**config.mk**
```make
export PLATFORM = sky130hd
export DESIGN_NAME = halt_wakeup_rtc_reset
export DESIGN_NICKNAME = d
export VERILOG_FILES = /design/src/logic/wake_pkg.sv /design/src/logic/halt_wakeup_rtc_reset.sv
export SDC_FILE = /design/constraint.sdc
export NUM_CORES = 1
export LEC_CHECK = 0
export BUFFER_PORTS_ARGS = -buffer_cell sky130_fd_sc_hd__buf_2
export CAP_MARGIN = 20
export CORE_MARGIN = 3
export CORE_UTILIZATION = 40
export CTS_CLUSTER_DIAMETER = 30
export CTS_CLUSTER_SIZE = 30
export DETAILED_ROUTE_END_ITERATION = 6
export PLACE_DENSITY_LB_ADDON = 0.1
export SYNTH_ARGS = -nofsm -noshare
export SYNTH_HDL_FRONTEND = slang
export SYNTH_SLANG_ARGS = --single-unit
```
**constraint.sdc**
```tcl
create_clock -name clk -period 3.9 [get_ports clk]
set_input_delay 0.195 -clock clk [delete_from_list [all_inputs] [get_ports clk]]
set_output_delay 0.195 -clock clk [all_outputs]
set_load 0.005 [all_outputs]
```
**src/logic/wake_pkg.sv**
```systemverilog
// shared constants and types for the halt wake-up, periodic timer and reset
package wake_pkg;
  localparam int ADDR_W = 8;
  localparam int DATA_W = 4;
  localparam int VEC_W = 12;
  localparam int CNT_W = 14;
  localparam int SETTLE_W = 7;

  localparam logic [7:0] ADDR_SPEAKER_WAKE = 8'h12;
  localparam logic [7:0] ADDR_TIMER_CTRL = 8'h16;
  localparam logic [7:0] ADDR_WAKE_EN_A = 8'h18;
  localparam logic [7:0] ADDR_WAKE_EN_B = 8'h19;
  localparam logic [7:0] ADDR_WAKE_EN_D = 8'h1A;
  localparam logic [7:0] ADDR_WAKE_EN_E = 8'h1B;
  localparam logic [7:0] ADDR_OPTIONS = 8'h1C;
  localparam logic [7:0] ADDR_CLEAR_KEY = 8'h1D;
  localparam logic [7:0] ADDR_HALT_STATUS = 8'h1F;

  // speaker_wake_control fields
  localparam int SPK_EN_BIT = 0;
  localparam int SPK_SEL_LO = 1;
  localparam int SPK_SEL_HI = 2;
  localparam int SPK_FLAG_BIT = 3;
  // periodic_timer_control fields
  localparam int TMR_SEL_LO = 0;
  localparam int TMR_SEL_HI = 1;
  localparam int TMR_EN_BIT = 2;
  localparam int TMR_FLAG_BIT = 3;
  // option register fields
  localparam int OPT_DOUBLE_EDGE_BIT = 0;
  localparam int OPT_CARRIER_BIT = 1;
  localparam int OPT_RESET_PC_BIT = 2;

  localparam logic [3:0] REG_RESET = 4'h0;
  localparam logic [3:0] CLEAR_KEY_VALUE = 4'hA;
  localparam logic [11:0] WAKE_VECTOR = 12'h004;
  localparam logic [11:0] RESET_VECTOR = 12'h000;
  localparam int STABLE_CYCLES = 64;

  // the low-rate oscillator paces the timer; clk only samples it
  localparam int CLK_PERIOD_NS = 100;
  localparam int LRC_FREQ_KHZ = 100;
  localparam int PERIOD_MS_SEL0 = 1;
  localparam int PERIOD_MS_SEL1 = 16;
  localparam int PERIOD_MS_SEL2 = 64;
  localparam int PERIOD_MS_SEL3 = 128;
  localparam int TICKS_SEL0 = PERIOD_MS_SEL0 * LRC_FREQ_KHZ;
  localparam int TICKS_SEL1 = PERIOD_MS_SEL1 * LRC_FREQ_KHZ;
  localparam int TICKS_SEL2 = PERIOD_MS_SEL2 * LRC_FREQ_KHZ;
  localparam int TICKS_SEL3 = PERIOD_MS_SEL3 * LRC_FREQ_KHZ;

  typedef enum logic [1:0] {
    ST_NORMAL = 2'b00,
    ST_HALT = 2'b01,
    ST_SETTLE = 2'b11
  } halt_state_t;
endpackage

```
**src/logic/halt_wakeup_rtc_reset.sv**
```systemverilog
// halt control with speaker, pin and periodic-timer wake-up, reset gathering
//
// Added by the designer: the plain strobed port.
`timescale 1ns/1ns
module halt_wakeup_rtc_reset
  import wake_pkg::*;
#(
  parameter int unsigned PERIOD_TICKS_SEL0 = TICKS_SEL0,
  parameter int unsigned PERIOD_TICKS_SEL1 = TICKS_SEL1,
  parameter int unsigned PERIOD_TICKS_SEL2 = TICKS_SEL2,
  parameter int unsigned PERIOD_TICKS_SEL3 = TICKS_SEL3
) (
  input wire logic clk,
  input wire logic rst,
  input wire logic [wake_pkg::ADDR_W-1:0] bus_addr,
  input wire logic [wake_pkg::DATA_W-1:0] bus_wdata,
  input wire logic bus_write,
  input wire logic bus_read,
  output logic [wake_pkg::DATA_W-1:0] bus_rdata,
  input wire logic halt_enter,
  input wire logic lrc_clk,
  input wire logic wake_compare_above,
  input wire logic pwm_positive_drive,
  input wire logic pwm_negative_drive,
  input wire logic [3:0] port_a_pins,
  input wire logic [3:0] port_b_pins,
  input wire logic [3:0] port_d_pins,
  input wire logic [3:0] port_e_pins,
  input wire logic port_c_fourth_pin,
  input wire logic port_a_fourth_drive,
  input wire logic port_a_fourth_drive_en,
  input wire logic power_on_detect,
  input wire logic low_voltage_reset,
  input wire logic watchdog_overflow,
  output logic audio_out_positive,
  output logic audio_out_positive_oe,
  output logic audio_out_negative,
  output logic audio_out_negative_oe,
  output logic port_a_fourth_pin_out,
  output logic port_a_fourth_pin_oe,
  output logic system_reset,
  output logic halted,
  output logic osc_run,
  output logic pc_hold,
  output logic vector_load,
  output logic [wake_pkg::VEC_W-1:0] vector_addr
);
  import wake_pkg::*;

  halt_state_t state_reg;
  halt_state_t state_next;
  logic [3:0] speaker_reg;
  logic [3:0] timer_reg;
  logic [3:0] clear_key_reg;
  logic [3:0] wake_en_a_reg;
  logic [3:0] wake_en_b_reg;
  logic [3:0] wake_en_d_reg;
  logic [3:0] wake_en_e_reg;
  logic [3:0] options_reg;
  logic [15:0] pins_prev_reg;
  logic lrc_prev_reg;
  logic [CNT_W-1:0] count_reg;
  logic [SETTLE_W-1:0] settle_reg;
  logic [DATA_W-1:0] rdata_reg;

  logic wr_speaker;
  logic wr_timer;
  logic wr_key;
  logic external_reset_n;
  logic reset_req;
  logic [15:0] pins_now;
  logic [15:0] pins_edge;
  logic [15:0] pins_enabled;
  logic pin_wake;
  logic speaker_armed;
  logic speaker_wake;
  logic lrc_tick;
  logic [CNT_W-1:0] period_last;
  logic overflow;
  logic timer_wake;
  logic wake_any;
  logic settle_done;
  logic halt_next;

  assign wr_speaker = bus_write && (bus_addr == ADDR_SPEAKER_WAKE);
  assign wr_timer = bus_write && (bus_addr == ADDR_TIMER_CTRL);
  assign wr_key = bus_write && (bus_addr == ADDR_CLEAR_KEY);

  // reset gathering
  assign external_reset_n = options_reg[OPT_RESET_PC_BIT] ?
                            port_c_fourth_pin : port_b_pins[3];
  assign reset_req = power_on_detect || low_voltage_reset ||
                     !external_reset_n || watchdog_overflow;

  // pin wake: pins are taken as already synchronous to clk
  assign pins_now = {port_e_pins, port_d_pins, port_b_pins, port_a_pins};
  assign pins_enabled = {wake_en_e_reg, wake_en_d_reg,
                         wake_en_b_reg, wake_en_a_reg};
  assign pins_edge = (pins_now & ~pins_prev_reg) |
                     ({16{options_reg[OPT_DOUBLE_EDGE_BIT]}} &
                      ~pins_now & pins_prev_reg);
  assign pin_wake = |(pins_edge & pins_enabled);

  // speaker path is only live inside halt
  assign speaker_armed = speaker_reg[SPK_EN_BIT] &&
                         (state_reg == ST_HALT);
  assign speaker_wake = speaker_armed && wake_compare_above;

  // periodic timer, stepped on rising edges of the low-rate oscillator
  assign lrc_tick = lrc_clk && !lrc_prev_reg;
  always_comb begin
    unique case (timer_reg[TMR_SEL_HI:TMR_SEL_LO])
      2'b00: period_last = CNT_W'(PERIOD_TICKS_SEL0 - 1);
      2'b01: period_last = CNT_W'(PERIOD_TICKS_SEL1 - 1);
      2'b10: period_last = CNT_W'(PERIOD_TICKS_SEL2 - 1);
      2'b11: period_last = CNT_W'(PERIOD_TICKS_SEL3 - 1);
    endcase
  end
  assign overflow = timer_reg[TMR_EN_BIT] && lrc_tick &&
                    !(wr_key && bus_wdata == CLEAR_KEY_VALUE) &&
                    (count_reg >= period_last);
  assign timer_wake = overflow && (state_reg == ST_HALT);

  assign wake_any = pin_wake || speaker_wake || timer_wake;
  assign settle_done = (settle_reg == SETTLE_W'(STABLE_CYCLES - 1));

  always_comb begin
    state_next = state_reg;
    unique case (state_reg)
      ST_NORMAL: begin
        if (halt_enter && !reset_req) begin
          state_next = ST_HALT;
        end
      end
      ST_HALT: begin
        if (reset_req || wake_any) begin
          state_next = ST_SETTLE;
        end
      end
      ST_SETTLE: begin
        if (settle_done) begin
          state_next = ST_NORMAL;
        end
      end
      default: state_next = ST_NORMAL;
    endcase
  end
  assign halt_next = (state_next == ST_HALT);

  always_ff @(posedge clk) begin
    if (rst) begin
      state_reg <= ST_NORMAL;
    end else begin
      state_reg <= state_next;
    end
  end

  // stable-clock wait after any exit from halt
  always_ff @(posedge clk) begin
    if (rst || state_reg != ST_SETTLE) begin
      settle_reg <= '0;
    end else begin
      settle_reg <= settle_reg + SETTLE_W'(1);
    end
  end

  // core-facing halt outputs
  always_ff @(posedge clk) begin
    if (rst) begin
      halted <= 1'b0;
      osc_run <= 1'b1;
      pc_hold <= 1'b0;
      vector_load <= 1'b0;
      vector_addr <= RESET_VECTOR;
    end else begin
      halted <= halt_next;
      // 8.192mhz from the 32mhz rc is stopped in halt only
      osc_run <= !halt_next;
      pc_hold <= (state_next != ST_NORMAL);
      vector_load <= (state_reg == ST_HALT) && (state_next == ST_SETTLE);
      if (state_reg == ST_NORMAL && halt_next) begin
        vector_addr <= WAKE_VECTOR;
      end else if (state_reg == ST_HALT && reset_req) begin
        vector_addr <= RESET_VECTOR;
      end else if (state_reg == ST_HALT && wake_any) begin
        vector_addr <= WAKE_VECTOR;
      end
    end
  end

  always_ff @(posedge clk) begin
    if (rst) begin
      system_reset <= 1'b0;
    end else begin
      system_reset <= reset_req;
    end
  end

  // edge history is not reset: a pin idling high must not look like a rise
  always_ff @(posedge clk) begin
    pins_prev_reg <= pins_now;
    lrc_prev_reg <= lrc_clk;
  end

  // counter holds its value while disabled and runs in every mode
  always_ff @(posedge clk) begin
    if (rst || wr_key && bus_wdata == CLEAR_KEY_VALUE) begin
      count_reg <= '0;
    end else if (timer_reg[TMR_EN_BIT] && lrc_tick) begin
      if (overflow) begin
        count_reg <= '0;
      end else begin
        count_reg <= count_reg + CNT_W'(1);
      end
    end
  end

  // speaker control: flag set wins over a clear in the same cycle
  always_ff @(posedge clk) begin
    if (rst) begin
      speaker_reg <= REG_RESET;
    end else begin
      if (wr_speaker) begin
        speaker_reg[SPK_SEL_HI:SPK_EN_BIT] <= bus_wdata[SPK_SEL_HI:0];
      end
      if (speaker_wake) begin
        speaker_reg[SPK_FLAG_BIT] <= 1'b1;
      end else if (wr_speaker && !bus_wdata[SPK_FLAG_BIT]) begin
        speaker_reg[SPK_FLAG_BIT] <= 1'b0;
      end
    end
  end

  always_ff @(posedge clk) begin
    if (rst) begin
      timer_reg <= REG_RESET;
    end else begin
      if (wr_timer) begin
        timer_reg[TMR_EN_BIT:TMR_SEL_LO] <= bus_wdata[TMR_EN_BIT:0];
      end
      if (overflow) begin
        timer_reg[TMR_FLAG_BIT] <= 1'b1;
      end else if (wr_timer && !bus_wdata[TMR_FLAG_BIT]) begin
        timer_reg[TMR_FLAG_BIT] <= 1'b0;
      end
    end
  end

  always_ff @(posedge clk) begin
    if (rst) begin
      clear_key_reg <= REG_RESET;
      wake_en_a_reg <= REG_RESET;
      wake_en_b_reg <= REG_RESET;
      wake_en_d_reg <= REG_RESET;
      wake_en_e_reg <= REG_RESET;
      options_reg <= REG_RESET;
    end else if (bus_write) begin
      unique case (bus_addr)
        ADDR_CLEAR_KEY: clear_key_reg <= bus_wdata;
        ADDR_WAKE_EN_A: wake_en_a_reg <= bus_wdata;
        ADDR_WAKE_EN_B: wake_en_b_reg <= bus_wdata;
        ADDR_WAKE_EN_D: wake_en_d_reg <= bus_wdata;
        ADDR_WAKE_EN_E: wake_en_e_reg <= bus_wdata;
        ADDR_OPTIONS: options_reg <= {1'b0, bus_wdata[2:0]};
        default: ;
      endcase
    end
  end

  // read data valid only in the cycle after the strobe
  always_ff @(posedge clk) begin
    if (rst || !bus_read) begin
      rdata_reg <= '0;
    end else begin
      unique case (bus_addr)
        ADDR_SPEAKER_WAKE: rdata_reg <= speaker_reg;
        ADDR_TIMER_CTRL: rdata_reg <= timer_reg;
        ADDR_CLEAR_KEY: rdata_reg <= clear_key_reg;
        ADDR_WAKE_EN_A: rdata_reg <= wake_en_a_reg;
        ADDR_WAKE_EN_B: rdata_reg <= wake_en_b_reg;
        ADDR_WAKE_EN_D: rdata_reg <= wake_en_d_reg;
        ADDR_WAKE_EN_E: rdata_reg <= wake_en_e_reg;
        ADDR_OPTIONS: rdata_reg <= options_reg;
        ADDR_HALT_STATUS: rdata_reg <= {1'b0, speaker_armed,
                                        state_reg != ST_NORMAL,
                                        state_reg == ST_HALT};
        default: rdata_reg <= '0;
      endcase
    end
  end
  assign bus_rdata = rdata_reg;

  // audio pins: grounded while listening, released in plain halt
  always_ff @(posedge clk) begin
    if (rst) begin
      audio_out_positive <= 1'b0;
      audio_out_positive_oe <= 1'b1;
      audio_out_negative <= 1'b0;
      audio_out_negative_oe <= 1'b1;
    end else if (halt_next && speaker_reg[SPK_EN_BIT]) begin
      audio_out_positive <= 1'b0;
      audio_out_positive_oe <= 1'b1;
      audio_out_negative <= 1'b0;
      audio_out_negative_oe <= 1'b1;
    end else if (halt_next) begin
      audio_out_positive <= 1'b0;
      audio_out_positive_oe <= 1'b0;
      audio_out_negative <= 1'b0;
      audio_out_negative_oe <= 1'b0;
    end else begin
      audio_out_positive <= pwm_positive_drive;
      audio_out_positive_oe <= 1'b1;
      audio_out_negative <= pwm_negative_drive;
      audio_out_negative_oe <= 1'b1;
    end
  end

  // keeps an ir led on this pin from being left lit through halt
  always_ff @(posedge clk) begin
    if (rst) begin
      port_a_fourth_pin_out <= 1'b0;
      port_a_fourth_pin_oe <= 1'b0;
    end else if (halt_next && options_reg[OPT_CARRIER_BIT]) begin
      port_a_fourth_pin_out <= 1'b0;
      port_a_fourth_pin_oe <= 1'b1;
    end else begin
      port_a_fourth_pin_out <= port_a_fourth_drive;
      port_a_fourth_pin_oe <= port_a_fourth_drive_en;
    end
  end
endmodule

```
## After elaboration in Yosys (flattened, before gate mapping)

Cells that the tools add are included.

- Register bits after elaboration: 86

- Add/sub/neg operators: 2
- Order comparisons: 1
- Eq/ne operators: 19
- Mux-type cells: 17
- Bitwise operators: 7
- Reductions and logical operators: 53

Operator list:

| operator | count |
|---|---|
| 8-bit by 5-bit equality test with 1-bit output, second input constant | 9 |
| 16-bit bitwise AND | 4 |
| 14-bit case mux with 4 select lines | 1 |
| 4-bit case mux with 9 select lines | 1 |
| 16-bit inverter | 2 |
| 1-bit logical AND | 20 |
| 16-bit OR | 1 |
| 16-bit OR reduction | 1 |
| 14-bit by 1-bit adder with 14-bit output, second input constant | 1 |
| 14-bit >= comparator | 1 |
| 14-bit 2-to-1 mux | 1 |
| 2-bit AND reduction | 6 |
| 1-bit logical OR | 9 |
| 3-bit 2-to-1 mux | 3 |
| 2-bit equality test, second input constant | 4 |
| 2-bit nonzero test | 4 |
| 7-bit by 1-bit adder with 7-bit output, second input constant | 1 |
| 7-bit by 6-bit equality test with 1-bit output, second input constant | 1 |
| 1-bit zero test | 7 |
| 1-bit 2-to-1 mux | 7 |
| 2-bit by 1-bit equality test with 1-bit output, second input constant | 3 |
| 2-bit 2-to-1 mux | 3 |
| 2-bit case mux with 3 select lines | 1 |
| 4-bit equality test, second input constant | 1 |
| 5 further kinds | 7 |

## Depth between registers and ports, before layout

Gate-level depths: netlist of run 1.

- Depth in word-level cells: 14
- Gate-level depth with buffers: 10
- Depth with buffers taken out: 10

## Worst setup path before layout of run 1

OpenSTA, ideal clock, no wires.

- Path kind: flip-flop to flip-flop
- From: reg timer_reg[1]
- To: reg osc_run
- Data arrival time: 1.977 ns
- Required time: 3.764 ns
- Path slack: 1.787 ns
- Cell stages (with the launch flop): 11
- Clock period less this slack: 2.113 ns
- Cell sequence: dfxtp_1 inv_1 nand2_1 inv_1 ha_1 a211oi_1 o21ai_0 a311oi_2 nor3_4 nor3_4 a31oi_1

- Cells in the longest elaborated chain, start to end: 11

Ends and longest elaborated chain:

| element | RTL line | text |
|---|---|---|
| start: declaration | halt_wakeup_rtc_reset.sv:53 | `logic [3:0] timer_reg;` |
| start signal: indexed assignment | halt_wakeup_rtc_reset.sv:239 | `timer_reg[TMR_EN_BIT:TMR_SEL_LO] <= bus_wdata[TMR_EN_BIT:0];` |
| 2-bit equality test (tied with other cells) | halt_wakeup_rtc_reset.sv:112 | `unique case (timer_reg[TMR_SEL_HI:TMR_SEL_LO])` |
| 14-bit case mux with 4 select lines * | halt_wakeup_rtc_reset.sv:112 |  |
| 14-bit >= comparator * | halt_wakeup_rtc_reset.sv:121 | `(count_reg >= period_last);` |
| 1-bit logical AND * | halt_wakeup_rtc_reset.sv:120 | `!(wr_key && bus_wdata == CLEAR_KEY_VALUE) &&` |
| 1-bit logical AND * | halt_wakeup_rtc_reset.sv:122 | `assign timer_wake = overflow && (state_reg == ST_HALT);` |
| 1-bit logical OR * | halt_wakeup_rtc_reset.sv:124 | `assign wake_any = pin_wake \|\| speaker_wake \|\| timer_wake;` |
| 1-bit logical OR * | halt_wakeup_rtc_reset.sv:136 | `if (reset_req \|\| wake_any) begin` |
| 2-bit 2-to-1 mux * | halt_wakeup_rtc_reset.sv:136 |  |
| 2-bit case mux with 3 select lines * | halt_wakeup_rtc_reset.sv:129 | `unique case (state_reg)` |
| 2-bit by 1-bit equality test with 1-bit output * | halt_wakeup_rtc_reset.sv:148 | `assign halt_next = (state_next == ST_HALT);` |
| 1-bit zero test * | halt_wakeup_rtc_reset.sv:178 | `osc_run <= !halt_next;` |
| end signal: assignment | halt_wakeup_rtc_reset.sv:178 |  |
| end: declaration | halt_wakeup_rtc_reset.sv:43 | `output logic osc_run,` |

Mark *: on every way between the ends. The rest lies on a longest branch, timed or not. The select of a mux whose other input is x is not followed.
A chain may end at the register's enable or synchronous reset.

## Final worst setup path of run 1

- From: reg timer_reg[1]
- To: reg count_reg[10]

- Cells in the longest elaborated chain, start to end: 5

Ends and longest elaborated chain:

| element | RTL line | text |
|---|---|---|
| 2-bit equality test (tied with other cells) | halt_wakeup_rtc_reset.sv:112 |  |
| 14-bit case mux with 4 select lines * | halt_wakeup_rtc_reset.sv:112 |  |
| 14-bit >= comparator * | halt_wakeup_rtc_reset.sv:121 |  |
| 1-bit logical AND * | halt_wakeup_rtc_reset.sv:120 |  |
| 14-bit 2-to-1 mux * | halt_wakeup_rtc_reset.sv:210 | `if (overflow) begin` |
| end signal: assignment | halt_wakeup_rtc_reset.sv:213 | `count_reg <= count_reg + CNT_W'(1);` |
| end: declaration | halt_wakeup_rtc_reset.sv:62 | `logic [CNT_W-1:0] count_reg;` |

Marks and branches as above.

==> run metrics, run 1 <==
outcome completed; Pre-Repair DR Iteration Count 4; Worst Path Class, Setup register to register; min-delay src pwm_negative_drive; max FFs per register 16; GP Congestion 0.804; Setup Fix Bufs, Post-CTS 0; CP required 4.12 ns; worst reg2reg endpoint count_reg[10]; Most Crowded Layer GR met2; Hold Path Cell Cnt 3; Synth area leaders dfxtp_1, mux2i_1, nor2_1, nand2_1, ha_1; final setup vio count 0; CP dominant cell by count a311oi_2; Hold Path Sink audio_out_negative; RSZ-0062 raised after global routing no; worst hold path type input pin to register; final setup TNS 0 ns; drc violations 0; Rel. slew slack 43.1%; synth warn 0; part of the cycle the worst path needs 63.9%; CTS tree built; post-synthesis average cell area 9.15 um^2; Post-DP Area 4330 um^2; total track usage 17.0%; reg2reg start timer_reg[1]; grt met3 use 4.25%; first-pass GRT wire length 15200 um; worst reg2reg path depth 8; ys flop type dfxtp_1; net total in the final layout 556; CP max stage delay 0.71 ns; Final Hold Violating Endpoints 0; Crit-path slowest cell o21bai_1; crit path DAT 2.71 ns; Fillers 930; Inserted Diodes 0; setup slack, reg-to-reg 1.41 ns; Total Wirelength 9200 um; VDD IR-drop max 0.205 mV; initial antenna violation count 0; grt met1 use 21.2%; Slew Viols, Final 0; Max Clk Rate 0.401 GHz; Leak 2.01 nW; H-Tree Depth 3; cell taking the most area after synthesis dfxtp_1; area of the multi-input gates 2100 um^2; Post-Syn Instances 439; CP Cell Sequence inv_1 > nand2_1 > ha_1 > nand4_1 > a311oi_2 > a311oi_2 > o21bai_1 > nor2_1; Rows 35; CTS max path bufs 2; via count 3266; Clock Pin Slew Worst Setup and Hold Paths 0.09 ns; area of the core 9500 um^2; cell family with most CP delay compound AO/OA/AOI/OAI gates; cts bufs inserted 9; Post-DRT Antenna Nets 0; Max Cap Viol 0; sequential fraction of the synthesis area 42.9%; Post-synth ARST share 0%; I/O Pins 70; post-synth top area share 42.9%; Final Critical Period 2.49 ns; Mapped Area 4020 um^2; number of flops mapped to enable cells by yosys 0; Die Area 11300 um^2; DIE WIDTH 106 um; Seq cells post-synth 86; root buf cell clkbuf_8; M2 GR Usage 28.7%; dpl hpwl 6780 um; total power 1.72 mW; clk_skew 0.0102 ns; post-synthesis cell type count 52; Worst Tran Pin Value 0.854 ns; Register Area 1720 um^2; Levels on crit path 8; initial DRC count 114; via-per-instance ratio 5.14; share of layout cells above drive strength 1 18.0%; CTS sink count 86; critical path endpoint category register; Crit Path Max Fanout 12; Worst-Skew Late Latency 0.37 ns; Starting Density 42.3%; Hold Slack 0.0641 ns; launching element type of the critical path register; pwr/cell area 364 nW/um^2; pin count of the biggest net entering global routing 47; final instance area 4710 um^2; port bufs 58; worst path bufs/invs 1; grt total ovfl 0; Die Span Y 106 um; routed len/inst 14.5 um; area grow syn2layout 17.4%; Post-CTS Resized 0; vias in the first global route 3199
routing by layer:
| metal | wire [um] | share of wire, % |
|---|---|---|
| met4 | 128 | 1.4 |
| met2 | 4580 | 50 |
| met3 | 424 | 4.6 |
| met1 | 4060 | 44 |
| met5 | 0 | 0 |
worst max path at each step:
stage,start,to,slack (ns)
2_1_floorplan,timer_reg[1],osc_run,1.79
3_3_place_gp,timer_reg[1],audio_out_negative,1.51
3_5_place_dp,timer_reg[1],count_reg[12],1.38
4_1_cts,timer_reg[1],count_reg[10],1.34
5_1_grt,timer_reg[1],osc_run,1.19
6_report,timer_reg[1],count_reg[10],1.41
through the flow:
step / setup slack (ns) / cells / util [%]
2_1_floorplan: 1.79 / 449 / -
3_3_place_gp: 1.51 / 604 / 45.6
3_5_place_dp: 1.38 / 604 / 45.6
4_1_cts: 1.34 / 635 / 49.6
5_1_grt: 1.19 / 635 / 49.6
6_report: 1.41 / 635 / 49.6
power by group:
part | total [mW] | switching, mW | internal [mW] | leakage, nW
clock network | 0.682 | 0.312 | 0.370 | 0.104
logic | 0.123 | 0.0677 | 0.0554 | 1.20
registers | 0.910 | 0.0117 | 0.898 | 0.701
synthesized netlist by cell type, types with 5 or more instances:
master and count:
mux2_2 5, nand3b_1 13, inv_1 16, xor2_1 12
ha_1 10, buf_2 6, nand2_1 35, nor2_1 56
a31oi_1 5, buf_4 12, clkbuf_1 12, o21ai_0 18
nor3_1 6, mux2i_1 26, nand4b_1 8, a21oi_1 20
nand3_1 20, a22oi_1 7, dfxtp_1 86, nand4_1 7
kinds of logic after synthesis:
logic type                 share of synthesized area [%]
xor gates and xnor gates                            3.49
AOI/OAI and AO/OA                                   11.4
buffers and inverters                               5.80
DFF                                                 42.9
other                                             0.0934
muxes                                               10.1
adders and majority gates                           3.12
and+or+nand+nor                                     23.1
worst reg2reg max path, cell delays in order, from the launching register on:
cell and delay (ns):
dfxtp_1 0.36, inv_1 0.11, nand2_1 0.10, ha_1 0.30, nand4_1 0.15, a311oi_2 0.30
a311oi_2 0.19, o21bai_1 0.71, nor2_1 0.12
timing repair:
action	4_1_cts	5_1_grt
endpoints found under the hold margin	17	0
hold buffers	17	0
endpoints found under the setup margin	0	0
placed cells by master, fill, tap and decap left out, types with 10 or more instances in the layout:
cell            n
nand3b_1       13
clkbuf_8       10
dlygate4sd3_1  17
xor2_1         12
nand2_1        35
conb_1         11
mux2i_1        26
buf_2          58
dfxtp_1        86
a21oi_1        20
o21ai_0        18
nor2_1         56
nand3_1        20
inv_1          16
ha_1           10
area by class of cell:
| cell class | count | area share [%] |
|---|---|---|
| Tap cell | 129 | 3.43 |
| Inverter | 16 | 1.27 |
| Sequential cell | 86 | 36.5 |
| Multi-Input combinational cell | 315 | 44.5 |
| Timing Repair Buffer | 75 | 9.77 |
| Clock buffer | 10 | 2.92 |
| Clock inverter | 4 | 1.54 |
Power figures use the tool's default switching activity.
==> inputs of run 2 (changes only) <==
==> constraint.sdc (replaced) <==
create_clock -name clk -period 2 [get_ports clk]
set_input_delay 0.1 -clock clk [delete_from_list [all_inputs] [get_ports clk]]
set_output_delay 0.1 -clock clk [all_outputs]
set_load 0.005 [all_outputs]
==> run 2 against run 1 <==
  * The run now ends with negative setup slack left
  * Register-to-register slack lost 1.5 ns
  * Hold slack better by 0.034 ns
  * Count of clock-buffer cells in the layout rose by 1
  * Routed wire length grew 5.2%
  * Global-route usage is 0.17 points higher
  * Sequential power increased by 95%
  * Clock power increased by 86%
  * Power is 93% higher
  * Largest power group unchanged
  * Critical path type unchanged
  * Worst setup slack got worse by 1.5 ns
  * Utilization rose by 4.7 points
==> run metrics, run 2 (same netlist as run 1, synthesis figures left out) <==
Crit-path slowest cell dfxtp_4; cts bufs inserted 9 (unchanged); CP required 2.25 ns (-1.87 ns); pwr/cell area 642 nW/um^2 (+76%); area grow syn2layout 28.6%; RSZ-0062 raised after global routing yes; switching part of the total 23.8% (+0.99 points); Total Wirelength 9670 um (+5.2%); share of layout cells above drive strength 1 26.5% (+8.5 points); clock power share 38.3% (-1.5 points); launching element type of the critical path register; first-pass GRT wire length 15600 um (+2.6%); Hold Path Cell Cnt 4 (+1); Worst Path Class, Setup register to register; Clock Pin Slew Worst Setup and Hold Paths 0.08 ns (about the same); root buf cell clkbuf_8; Max Clk Rate 0.469 GHz (+17%); Post-DP Area 4580 um^2 (+5.8%); GP Congestion 0.813 (+1.1%); Starting Density 42.3% (unchanged); Rows 35 (unchanged); I/O Pins 70 (unchanged); Hold Path Sink port_a_fourth_pin_oe; Final Hold Violating Endpoints 0 (unchanged); Crit Path Max Fanout 8 (-4); Post-DRT Antenna Nets 0 (unchanged); worst slack at placement -0.319 ns (-1.70 ns); Reg power frac 53.3% (+0.2 points); Pre-Repair DR Iteration Count 5 (+1); final setup vio count 22 (+22); drc violations 0 (unchanged); worst hold path type input pin to register; Final Critical Period 2.13 ns (-0.358 ns); Pint 2.52 mW (+91%); Leak 2.23 nW (+11%); Die Span Y 106 um (unchanged); sw power 0.789 mW (+100%); net total in the final layout 588 (+5.8%); failing checks negative setup slack; CP dominant cell by count nor3_4; Inserted Diodes 0 (unchanged); reg2reg start timer_reg[1]; min-delay src port_a_fourth_drive_en; routed len/inst 14.5 um (-0.18%); area of the core 9500 um^2 (unchanged); worst reg2reg endpoint port_a_fourth_pin_oe; final instance area 5160 um^2 (+9.6%); CTS max path bufs 2 (unchanged); pin count of the biggest net entering global routing 19 (-60%); commonest cells after routing, fill and taps aside dfxtp_1, buf_2, nor2_1, nand2_1; port bufs 58 (unchanged); CTS sink count 86 (unchanged); part of the cycle the worst path needs 107% (+43 points); VDD IR-drop max 0.372 mV (+81%); Setup WS post-layout -0.134 ns (-1.54 ns); CP Cell Sequence nand2_2 > ha_4 > nand4_1 > a311oi_2 > a311oi_4 > nor3_4 > nor3_4 > buf_6 > a31o_1; Slew Viols, Final 0 (unchanged); DIE WIDTH 106 um (unchanged); clk_skew 0.00694 ns (-0.00323 ns); Die Area 11300 um^2 (unchanged); CP max stage delay 0.41 ns (-0.30 ns); initial DRC count 127 (+11%); Worst-Skew Late Latency 0.36 ns (about the same); total power 3.31 mW (+93%); Max Cap Viol 0 (unchanged); worst reg2reg path depth 9 (+1); setup slack, reg-to-reg -0.13 ns (-1.54 ns); initial antenna violation count 0 (unchanged); vias in the first global route 3250 (+1.6%); critical path endpoint category register; via-per-instance ratio 5.06 (-1.5%); total track usage 17.2% (+0.17 points); crit path DAT 2.39 ns (-0.32 ns); outcome finished with violations; grt total ovfl 0 (unchanged); via count 3388 (+3.7%); final setup TNS -1.32 ns (-1.32 ns); max FFs per register 16 (unchanged); Logic pwr share 8.4% (+1.2 points); dpl hpwl 7120 um (+5.0%); most common cell after layout, fill and taps aside dfxtp_1; H-Tree Depth 3 (unchanged); CTS tree built
run 2: cell count changes in the layout (fill, tap and decap cells not counted), moves of 3 or more:
cell | previous run | this run
dlygate4sd3_1 | 17 | 20
ha_4 | 0 | 7
ha_1 | 10 | 3
nand2_1 | 35 | 32
buf_4 | 0 | 26
run 2: layout make-up:
cell class,instances,area [um^2]
Fill cell,919,4340
Clock buffer,11,151
Inverter,16,67.6
Tap cell,129,161
Multi-Input combinational cell,315,2270
Sequential cell,86,1730
Timing Repair Buffer,107,728
Clock inverter,5,56.3
run 2: power by group through the flow:
stage	combinational, mW	clock (mW)	sequential [mW]
6_report	0.279	1.27	1.77
4_1_cts	0.273	1.31	1.77
5_1_grt	0.308	1.39	1.77
2_1_floorplan	0.143	0	1.81
3_3_place_gp	0.237	0	1.81
3_5_place_dp	0.239	0	1.81
run 2: critical path, delay by kind of cell (launching register included):
family / cells / cell delay [ns]
AO/OA/AOI/OAI: 3 / 0.66
AND/OR/NAND/NOR: 4 / 0.53
buffers and inverters: 1 / 0.15
flip-flops: 1 / 0.41
adder cells (fa/ha/maj): 1 / 0.28
run 2: repair_timing:
item	4_1_cts	5_1_grt
hold buffers	20	0
endpoints found under the setup margin	23	25
pin swaps	4	4
buffers inserted	2	0
endpoints found under the hold margin	20	0
gates cloned	0	0
resized for setup	3	25
run 2: per-layer routing:
layer	routed length, um	vias to the layer above	GRT usage, %
li1	-	1723	-
met1	4430	1583	23.0
met2	4680	68	28.2
met3	412	14	3.95
met4	148	0	4.07
met5	0	-	0
run 2: through the flow:
| stage | hold slack, ns | util, % | cells |
|---|---|---|---|
| 6_report | 0.0985 | 54.3 | 669 |
| 5_1_grt | 0.111 | 54.3 | 669 |
| 4_1_cts | 0.0850 | 52.8 | 671 |
| 3_5_place_dp | 0.228 | 48.2 | 633 |
| 3_3_place_gp | 0.223 | 48.2 | 633 |
| 2_1_floorplan | 0.128 | - | 449 |
run 2: worst max-delay path by stage:
stage	from	endpoint	slack, ns	cells after the start
final	timer_reg[1]	port_a_fourth_pin_oe	-0.13	9
after global routing	timer_reg[1]	audio_out_positive	-0.26	8
after CTS	timer_reg[0]	vector_addr[2]	-0.20	10
after detailed placement	timer_reg[1]	vector_addr[2]	-0.32	11
after global placement	timer_reg[1]	halted	-0.20	11
after floorplan	timer_reg[1]	audio_out_negative	-0.006	9
